**src/frf_defines.svh**
```systemverilog
// constants for the frame receive filter
`ifndef FRF_DEFINES_SVH
`define FRF_DEFINES_SVH
`define FRF_MIN_OCT 11'd64
`define FRF_MAX_OCT 11'd1518
`define FRF_FCS_OCT 11'd4
`define FRF_DST_OCT 11'd6
`define FRF_SRC_END 11'd12
`define FRF_TYPE_END 11'd14
`define FRF_CRC_POLY 32'h04c11db7
`define FRF_CRC_INIT 32'hffffffff
`define FRF_CRC_RESID 32'hc704dd7b
`define FRF_BCAST 48'hffffffffffff
`define FRF_MCAST_BIT 40
`define FRF_FIFO_DEPTH 4
`define FRF_RING_DEPTH 64
`endif

```
**src/frf_pkg.sv**
```systemverilog
// types shared by the frame receive filter
package frf_pkg;
   typedef enum logic [1:0] {fld_dst, fld_src, fld_type, fld_data} frf_fld_t;
   typedef enum logic [2:0] {st_ok, st_fcs_err, st_align_err, st_too_long, st_overrun} frf_stat_t;
   typedef enum logic [1:0] {s_idle, s_recv, s_flush} frf_state_t;
   typedef struct packed {
      logic [7:0] octet;
      frf_fld_t fld;
      logic last;
      frf_stat_t stat;
   } frf_word_t;
   typedef struct packed {
      logic [47:0] station_addr;
      logic mcast_en;
   } frf_mgmt_t;
endpackage : frf_pkg

```
**src/frf_rx.sv**
```systemverilog
// frame receive filter: delimiting, address filter, fcs check, fragment drop, output fifo
`timescale 1ns/1ps
`include "frf_defines.svh"

// Behaviour
// frame start and end come only from carrier sense.
// frames beyond 1518 octets are cut off and flagged too long.
// trailing partial octet of a complete frame is dropped.
// partial octet plus bad check sequence reports alignment error.
// destination equal to station address is accepted.
// management loads the station address, possibly into several controllers.
// broadcast destination is always accepted.
// multicast-group destinations accepted only while multicast is enabled.
// client filters individual multicast groups itself.
// crc over all bits except fcs; mismatch is reported as error.
// destination, source, type and data are delivered to the client.
// frames shorter than 64 octets are discarded as fragments.
// discarded fragments raise no error toward the client.
// crc complements first 32 bits, divides by generator, complements remainder.
// broadcast is the all-ones 48-bit address.
// unmatched destinations are dropped silently without status.
module frf_fifo #(
   parameter int W = 14,
   parameter int D = `FRF_FIFO_DEPTH
) (
   // clock and control
   input wire logic clk_i,
   input wire logic srst_i,
   input wire logic ce_i,
   // fill side
   input wire logic in_valid_i,
   input wire logic [W-1:0] in_data_i,
   output logic in_ready_o,
   // drain side
   output logic out_valid_o,
   output logic [W-1:0] out_data_o,
   input wire logic out_ready_i
);
   logic [W-1:0] mem_r [D];
   logic [W-1:0] mem_nxt [D];
   logic [D-1:0] vld_r;
   logic [D-1:0] vld_nxt;
   logic [D-1:0] sh_vld;
   logic [W-1:0] sh_dat [D];
   logic pop;
   logic push;
   // head sits in entry 0 so the outputs come straight from flops
   assign pop = out_ready_i && vld_r[0];
   assign push = in_valid_i && !vld_r[D-1];
   assign in_ready_o = !vld_r[D-1];
   assign out_valid_o = vld_r[0];
   assign out_data_o = mem_r[0];
   for (genvar i = 0; i < D; i++) begin : g_ent
      logic below;
      if (i == D-1) begin : g_top
         always_comb begin
            sh_vld[i] = pop ? 1'b0 : vld_r[i];
            sh_dat[i] = mem_r[i];
         end
      end else begin : g_mid
         always_comb begin
            sh_vld[i] = pop ? vld_r[i+1] : vld_r[i];
            sh_dat[i] = pop ? mem_r[i+1] : mem_r[i];
         end
      end
      if (i == 0) begin : g_first
         assign below = 1'b1;
      end else begin : g_rest
         assign below = sh_vld[i-1];
      end
      always_comb begin
         vld_nxt[i] = sh_vld[i] || (push && !sh_vld[i] && below);
         mem_nxt[i] = (push && !sh_vld[i] && below) ? in_data_i : sh_dat[i];
      end
      always_ff @(posedge clk_i) begin
         if (srst_i) begin
            vld_r[i] <= 1'b0;
            mem_r[i] <= '0;
         end else if (ce_i) begin
            vld_r[i] <= vld_nxt[i];
            mem_r[i] <= mem_nxt[i];
         end
      end
   end
endmodule : frf_fifo
module frf_rx (
   // clock, reset, clock enable
   input wire logic clk_i,
   input wire logic srst_i,
   input wire logic ce_i,
   // physical layer
   input wire logic crs_i,
   input wire logic rx_bit_i,
   input wire logic rx_bit_vld_i,
   // network management
   input wire frf_pkg::frf_mgmt_t mgmt_i,
   // client layer stream
   output logic out_valid_o,
   output frf_pkg::frf_word_t out_word_o,
   input wire logic out_ready_i
);
   import frf_pkg::*;
   frf_state_t state_r, state_nxt;
   logic crs_q_r;
   logic [7:0] sh_r, sh_nxt;
   logic [2:0] bitn_r, bitn_nxt;
   logic [10:0] oct_r, oct_nxt;
   logic [10:0] rd_r, rd_nxt;
   logic [31:0] crc_r, crc_nxt;
   logic [31:0] crc_oct_r, crc_oct_nxt;
   logic [47:0] dst_r, dst_nxt;
   logic accept_r, accept_nxt;
   logic long_r, long_nxt;
   logic ovr_r, ovr_nxt;
   logic [7:0] ring_r [`FRF_RING_DEPTH];
   logic [7:0] ring_nxt [`FRF_RING_DEPTH];
   logic push;
   logic fifo_rdy;
   frf_word_t pword;
   function automatic frf_fld_t fld_of(input logic [10:0] j);
      if (j < `FRF_DST_OCT) return fld_dst;
      else if (j < `FRF_SRC_END) return fld_src;
      else if (j < `FRF_TYPE_END) return fld_type;
      else return fld_data;
   endfunction : fld_of
   function automatic logic addr_match(input logic [47:0] d, input frf_mgmt_t m);
      return (d == m.station_addr)
         || (d == `FRF_BCAST) // see R7
         || (m.mcast_en && d[`FRF_MCAST_BIT]);
   endfunction : addr_match
   always_comb begin
      state_nxt = state_r;
      sh_nxt = sh_r;
      bitn_nxt = bitn_r;
      oct_nxt = oct_r;
      rd_nxt = rd_r;
      crc_nxt = crc_r;
      crc_oct_nxt = crc_oct_r;
      dst_nxt = dst_r;
      accept_nxt = accept_r;
      long_nxt = long_r;
      ovr_nxt = ovr_r;
      ring_nxt = ring_r;
      push = 1'b0;
      pword = '0;
      case (state_r)
         s_idle: begin
            if (crs_i && !crs_q_r) begin
               state_nxt = s_recv;
               bitn_nxt = 3'd0;
               oct_nxt = 11'd0;
               crc_nxt = `FRF_CRC_INIT;
               crc_oct_nxt = `FRF_CRC_INIT;
               accept_nxt = 1'b0;
               long_nxt = 1'b0;
               ovr_nxt = 1'b0;
            end
         end
         s_recv: begin
            if (!crs_i) begin
               // fragments and unmatched frames vanish without a word to the client
               if (oct_r >= `FRF_MIN_OCT && accept_r) begin // see R12 see R13
                  state_nxt = s_flush;
                  rd_nxt = oct_r - `FRF_MIN_OCT;
               end else begin
                  state_nxt = s_idle;
               end
            end else if (rx_bit_vld_i && !long_r) begin
               if (oct_r == `FRF_MAX_OCT) begin
                  long_nxt = 1'b1;
               end else begin
                  crc_nxt = {crc_r[30:0], 1'b0} ^ ((crc_r[31] ^ rx_bit_i) ? `FRF_CRC_POLY : 32'h0);
                  sh_nxt = {rx_bit_i, sh_r[7:1]};
                  bitn_nxt = bitn_r + 3'd1;
                  if (bitn_r == 3'd7) begin
                     // crc kept at octet boundaries so excess bits fall out of the check
                     crc_oct_nxt = crc_nxt;
                     oct_nxt = oct_r + 11'd1;
                     ring_nxt[oct_r[5:0]] = sh_nxt;
                     if (oct_r < `FRF_DST_OCT) dst_nxt = {dst_r[39:0], sh_nxt};
                     if (oct_r == `FRF_DST_OCT - 11'd1) accept_nxt = addr_match({dst_r[39:0], sh_nxt}, mgmt_i);
                     // ring delays output by 64 octets so fragments never reach the fifo
                     if (oct_r >= `FRF_MIN_OCT && accept_r) begin
                        // the wire cannot be stalled; a full fifo here loses the octet
                        if (fifo_rdy) begin
                           push = 1'b1;
                           pword.octet = ring_r[oct_r[5:0]];
                           pword.fld = fld_of(oct_r - `FRF_MIN_OCT);
                        end else begin
                           ovr_nxt = 1'b1;
                        end
                     end
                  end
               end
            end
         end
         s_flush: begin
            if (fifo_rdy) begin
               push = 1'b1;
               pword.octet = ring_r[rd_r[5:0]];
               pword.fld = fld_of(rd_r);
               pword.last = (rd_r + `FRF_FCS_OCT + 11'd1 == oct_r);
               if (long_r) pword.stat = st_too_long;
               else if (ovr_r) pword.stat = st_overrun;
               else if (crc_oct_r != `FRF_CRC_RESID)
                  pword.stat = (bitn_r != 3'd0) ? st_align_err : st_fcs_err;
               else pword.stat = st_ok;
               if (!pword.last) pword.stat = st_ok;
               rd_nxt = rd_r + 11'd1;
               if (pword.last) state_nxt = s_idle;
            end
         end
         default: state_nxt = s_idle;
      endcase
   end
   always_ff @(posedge clk_i) begin
      if (srst_i) begin
         state_r <= s_idle;
         crs_q_r <= 1'b1;
         sh_r <= '0;
         bitn_r <= '0;
         oct_r <= '0;
         rd_r <= '0;
         crc_r <= `FRF_CRC_INIT;
         crc_oct_r <= `FRF_CRC_INIT;
         dst_r <= '0;
         accept_r <= 1'b0;
         long_r <= 1'b0;
         ovr_r <= 1'b0;
         for (int i = 0; i < `FRF_RING_DEPTH; i++) ring_r[i] <= '0;
      end else if (ce_i) begin
         state_r <= state_nxt;
         crs_q_r <= crs_i;
         sh_r <= sh_nxt;
         bitn_r <= bitn_nxt;
         oct_r <= oct_nxt;
         rd_r <= rd_nxt;
         crc_r <= crc_nxt;
         crc_oct_r <= crc_oct_nxt;
         dst_r <= dst_nxt;
         accept_r <= accept_nxt;
         long_r <= long_nxt;
         ovr_r <= ovr_nxt;
         ring_r <= ring_nxt;
      end
   end
   frf_fifo #(.W($bits(frf_word_t)), .D(`FRF_FIFO_DEPTH)) u_fifo (
      .clk_i(clk_i),
      .srst_i(srst_i),
      .ce_i(ce_i),
      .in_valid_i(push),
      .in_data_i(pword),
      .in_ready_o(fifo_rdy),
      .out_valid_o(out_valid_o),
      .out_data_o(out_word_o),
      .out_ready_i(out_ready_i)
   );
   // checks
   logic dec_evt;
   logic [47:0] dec_addr;
   assign dec_evt = ce_i && state_r == s_recv && crs_i && rx_bit_vld_i && !long_r && bitn_r == 3'd7
      && oct_r == `FRF_DST_OCT - 11'd1 && oct_r != `FRF_MAX_OCT;
   assign dec_addr = {dst_r[39:0], rx_bit_i, sh_r[7:1]};
endmodule : frf_rx

```
**config.mk**
```make
export PLATFORM = sky130hd
export DESIGN_NAME = frf_rx
export DESIGN_NICKNAME = d
export VERILOG_FILES = /design/src/frf_pkg.sv /design/src/frf_rx.sv
export VERILOG_INCLUDE_DIRS = /design/src
export SDC_FILE = /design/constraint.sdc
export NUM_CORES = 2
export LEC_CHECK = 0
export ABC_AREA = 0
export BUFFER_PORTS_ARGS = -buffer_cell sky130_fd_sc_hd__buf_2
export CORE_MARGIN = 2
export CORE_UTILIZATION = 40
export DETAILED_ROUTE_END_ITERATION = 6
export PLACE_DENSITY = 0.59
export SLEW_MARGIN = 25
export SYNTH_ARGS = -nofsm -noshare
export SYNTH_HDL_FRONTEND = slang
export SYNTH_SLANG_ARGS = --single-unit
```
**constraint.sdc**
```tcl
create_clock -name clk_i -period 4.2 [get_ports clk_i]
set_input_delay 0.21 -clock clk_i [delete_from_list [all_inputs] [get_ports clk_i]]
set_output_delay 0.21 -clock clk_i [all_outputs]
set_load 0.02 [all_outputs]
```
# Yosys cells after proc, flatten, opt, wreduce, memory -nomap -nowiden

Memories as Yosys holds them, arrays and structs flattened.
Index checks and enable logic that the tools add are counted.

Bits in registers: 659
RAM bits: 56
Bits of input ports: 56
Logic and storage cells: 275
Memories kept: 1

Memory list:

| name         | words | width | read ports | clocked after Yosys merged registers in | wr ports | RTL line     | source |
|---|---|---|---|---|---|---|---|
| u_fifo.mem_r | 4     | 14    | 4          | 0                                       | 4        | frf_rx.sv:39 | `logic [W-1:0] mem_r [D];` |

$add $sub $neg: 6
Order comparisons: 11
Eq/ne operators: 21
Multiplexer cells: 106
Bitwise gates (word level): 9
Reduce and logical (&&, ||, !) cells: 41

Operator list:

| cell                    | count |
|---|---|
| $bwmux W512             | 1 |
| $mux W32                | 8 |
| $mux W14                | 12 |
| $pmux W32 S2            | 2 |
| $bmux W8 S6             | 2 |
| $mux W11                | 8 |
| $mux W10                | 6 |
| $demux W8 S6            | 1 |
| $eq A48 B48 Y1          | 1 |
| $eq A48 B48 Y1 const B  | 1 |
| $lt A11 B4 Y1 const B   | 4 |
| $pmux W11 S2            | 2 |
| $mux W8                 | 5 |
| $add A11 B1 Y11 const B | 3 |
| $lt A11 B3 Y1 const B   | 3 |
| $mux W1                 | 32 |
| $ne A32 B32 Y1 const B  | 1 |
| $xor A32 B27 Y32        | 1 |
| $mux W27                | 1 |
| $mux W2                 | 11 |
| $mux W3                 | 7 |
| $pmux W10 S2            | 1 |
| $ne A2 B2 Y1 const B    | 9 |
| $reduce_and A6 Y1       | 3 |
| 31 further kinds        | 69 |

# Depth between registers and ports, before layout

Depth after elaboration: 14
Gate-level depth with buffers: 14
Mapped depth without buffers: 9

# Hierarchy

Synthesis repeated with hierarchy kept, for this count alone.

Cell total of the unflattened synthesis: 4300
Area, all modules: 37355.8 sq um

By module, submodules not included:

| module   | times used | cells each | area an instance (sq um) | sequential area each (sq um) |
|---|---|---|---|---|
| frf_rx   | 1          | 4079       | 34654.5                  | 13092.6 |
| frf_fifo | 1          | 221        | 2701.3                   | 1761.7 |

# Worst setup path before layout

No wires, ideal clock.

Path type: register to register
Start: register oct_r[0] (netlist name)
End: memory u_fifo.mem_r[2][0] (enable)
Arrival: 2743 ps
Setup slack: 1171 ps
Stages on the path, launching flop included: 14
Path buffers: 4
Clock period less this slack: 3029 ps
Cells stage by stage: dfxtp_1 -> buf_4 -> inv_2 -> buf_2 -> clkbuf_1 -> ha_1 -> nand4b_1 -> nor3_2 -> nor4b_4 -> o21a_2 -> nand2_1 -> buf_4 -> a21oi_1 -> or2_2

RTL lines:

| what             | RTL line |
|---|---|
| end: declaration | frf_rx.sv:39 |

==> out/metrics.cfg <==
[clocking]
cts_tree = yes
cts.path.max_buffers = 3
cts_resized = 0
path_clk_slew_ns = 0.06
worstSkewPairLatency_ns = 0.66
cts_max_level = 3
cts_buffers = 81
clk_root_buffer_cell = clkbuf_16
cts.sinks = 714

[critical_path]
rrSetupSlack_ns = 0.32
reg2reg_depth = 9
cp.required_ns = 4.60
arrival_ns = 4.28
r2r_end = u_fifo.mem_r[1][11]
r2r_start = rd_r[0]
critPathMaxFanout = 46
worstSetupPathType = reg2reg
end_kind = flip-flop
critPathLaunchType = flip-flop

[pwr]
internal_power_w = 0.01133
switching_power_w = 0.003382
p_leak_nw = 13.34
p_comb_share_pct = 3.4
switching_share_pct = 22.99
peakVddDrop_mv = 0.2675
seq_power_share_pct = 47.2
p_per_area_nw_per_um2 = 354.0
p_clk_share_pct = 49.3

[global_route]
grt_overflow = 0
grt_max_degree = 148
antenna_found_initial = 2
grt_pass1_wl_mm = 221.5
grt_use_total_pct = 30.93
grt_pass1_vias = 32230

[timing]
fin_crit_sh_pct = 92.38
rsz0062_at_grt = false
finalMaxSlewViolations = 0
slew_headroom_pct = 27.20
timing.final.crit_period_ns = 3.880
timing.final.ws_setup_ns = 0.3198
worst_slew_pin_slew_ns = 1.092
tns_ns = 0
holdWs_ns = 0.05910
max_freq_mhz = 257.7
setup_viol = 0
finalHoldViolCount = 0
skew_ns = 0.02963

[synthesis]
synth_top_area_share_pct = 35.28
synthCells = 4309
ys_seq_area_share_pct = 39.79
ys_ff_latch = 714
netlist-cell-type-count = 93
yosys_warnings = 0
synth.top_cells.by_count = nand2_1, dfxtp_1, a21oi_1, nand3_1, clkbuf_1
synth_fp_nets = 4379
yosys.area.top_type = dfxtp_1
yosysMostFrequentCell = nand2_1
synth_area_leaders = dfxtp_1, mux4_2, nand2_1
synth_area_um2 = 37340
ys.flop_type = dfxtp_1
synth_edf_count = 56
syn-mean-instance-area_um2 = 8.665
async_reset_ff_share_pct = 0

[floorplan]
dieArea_um2 = 95800
ios = 71
start_util_pct = 40.19
core_area_um2 = 92910
rows = 112
die_h_um = 309.5
fp.dieW_um = 309.5

[min_path]
hp-class = in2reg
hp-start = rx_bit_i
holdPathStages = 3
whs_endpoint = ring_r[23]

[placed_design]
numPortBuffers = 70
dp_slack_ns = 0.6892
dp_hpwl_mm = 102.0
gp_congestion = 0.9805

[routing]
wl_per_cell_um = 27.23
ant_nets = 0
drc = 6
drt_iter0_drc = 4614
vias = 34680
viasPerCell = 6.268
drt-pass1-iter-count = 7
wl_mm = 150.7

[layout]
fin_util_pct = 44.73
drive_gt1_share_pct = 15.12
final_nets = 4282
syn_to_final_growth_pct = 11.31
insertedDiodeCount = 0

[run]
cap_violations = 0

[status]
failed_checks = design-rule violations
status = finished, violations left

layout by cell type, fill, tap and decap left out, types with 10 or more instances in the layout:
cell type  instances
a31oi_1           23
mux2_2            59
xnor2_1           78
nand2_1          877
a21oi_1          579
inv_1             26
a221o_1           15
o21bai_1          15
o21ai_0          111
a22oi_1           50
mux2i_1          141
dfxtp_1          641
clkbuf_1          20
nor4_1            20
o22ai_1           19
buf_4            127
dfxtp_2           12
clkbuf_8          15
and2_1            11
a211oi_1          17
ha_1              13
buf_2             69
clkinv_2          15
nand4_1           36
nor2b_1           31
a211o_1           37
o211ai_1          12
edfxtp_1          56
nand3_1          314
nor3_1            22
clkbuf_16         86
buf_12            15
and3_1            18
a221oi_1          51
mux4_2           168
nor2_2            10
nand2b_1          37
nor2_1           215
per-layer routing:
layer | up-vias | track usage [%] | routed length [um] | share of wire (%)
li1 | 15310 | - | - | -
met1 | 16730 | 42.20 | 61560 | 41
met2 | 2143 | 45.93 | 64310 | 43
met3 | 492 | 6.770 | 15870 | 11
met4 | 2 | 15.85 | 8909 | 5.9
met5 | - | 0 | 14 | 0.0093
worst max path at each step:
stage,start,end,slack [ns],cells past startpoint
2_1_floorplan,oct_r[0],u_fifo.mem_r[2][0],1.17,13
3_3_place_gp,rd_r[0],u_fifo.mem_r[0][12],0.72,7
3_5_place_dp,rd_r[0],u_fifo.mem_r[0][9],0.69,7
4_1_cts,rd_r[0],u_fifo.mem_r[0][10],0.67,9
5_1_grt,rd_r[0],u_fifo.mem_r[0][11],0.35,9
6_report,rd_r[0],u_fifo.mem_r[1][11],0.32,9
stage by stage:
stage | cells | instance area (um^2) | power (W)
floorplan | 4309 | 37340 | 0.007416
global placement | 5377 | 38790 | 0.007591
detailed placement | 5377 | 38790 | 0.007592
CTS | 5532 | 41540 | 0.01482
global route | 5533 | 41560 | 0.01511
finish | 5533 | 41560 | 0.01471
power groups by stage:
| stage | clock network (W) | logic, W | registers (W) |
|---|---|---|---|
| 3_5_place_dp | 0 | 0.000495 | 0.00710 |
| 6_report | 0.00726 | 0.000507 | 0.00695 |
| 5_1_grt | 0.00762 | 0.000540 | 0.00695 |
| 2_1_floorplan | 0 | 0.000330 | 0.00709 |
| 3_3_place_gp | 0 | 0.000496 | 0.00710 |
| 4_1_cts | 0.00737 | 0.000501 | 0.00695 |
logic make-up (layout without fill, tap and decap cells):
group,Yosys count,after routing,synth area share (%)
buffers and inverters,426,396,5.265
adder cells (fa/ha/maj),14,14,0.4692
multiplexers,368,368,15.69
flip-flops,714,714,39.79
XOR/XNOR,86,86,2.017
AO/OA/AOI/OAI,1035,1035,16.84
AND/OR/NAND/NOR,1666,1666,19.93
registers in the layout, indices dropped and copies added, names as in the netlist, 2 cells and up:
| signal | flops |
|---|---|
| state_r | 2 |
| oct_r | 11 |
| crc_oct_r | 32 |
| rd_r | 11 |
| sh_r | 7 |
| ring_r | 512 |
| u_fifo.vld_r | 3 |
| bitn_r | 3 |
| crc_r | 32 |
| dst_r | 40 |
| u_fifo.mem_r | 56 |
area by class of cell:
class,count,area (um^2)
fill,9236,51350
timing repair buffer,218,1679
inverter,28,105.1
multi-input combinational,3169,20620
tap,1254,1569
clock inverter,28,262.8
clock buffer,122,2439
sequential,714,14890
repair_timing:
action | 4_1_cts | 5_1_grt
hold buffers | 5 | 0
setup buffers | 0 | 0
endpoints found under the hold margin | 48 | 0
endpoints found under the setup margin | 0 | 0
worst max-delay path: stages (launching register included):
cell and delay, ns:
dfxtp_4 0.74, buf_12 0.41, mux4_2 0.56, nand2_1 0.07, and3_1 0.15, a311oi_1 0.05
nor4_1 0.87, o32ai_1 0.26, buf_4 0.25, o211a_1 0.20
(Power assumes the default switching activity.)
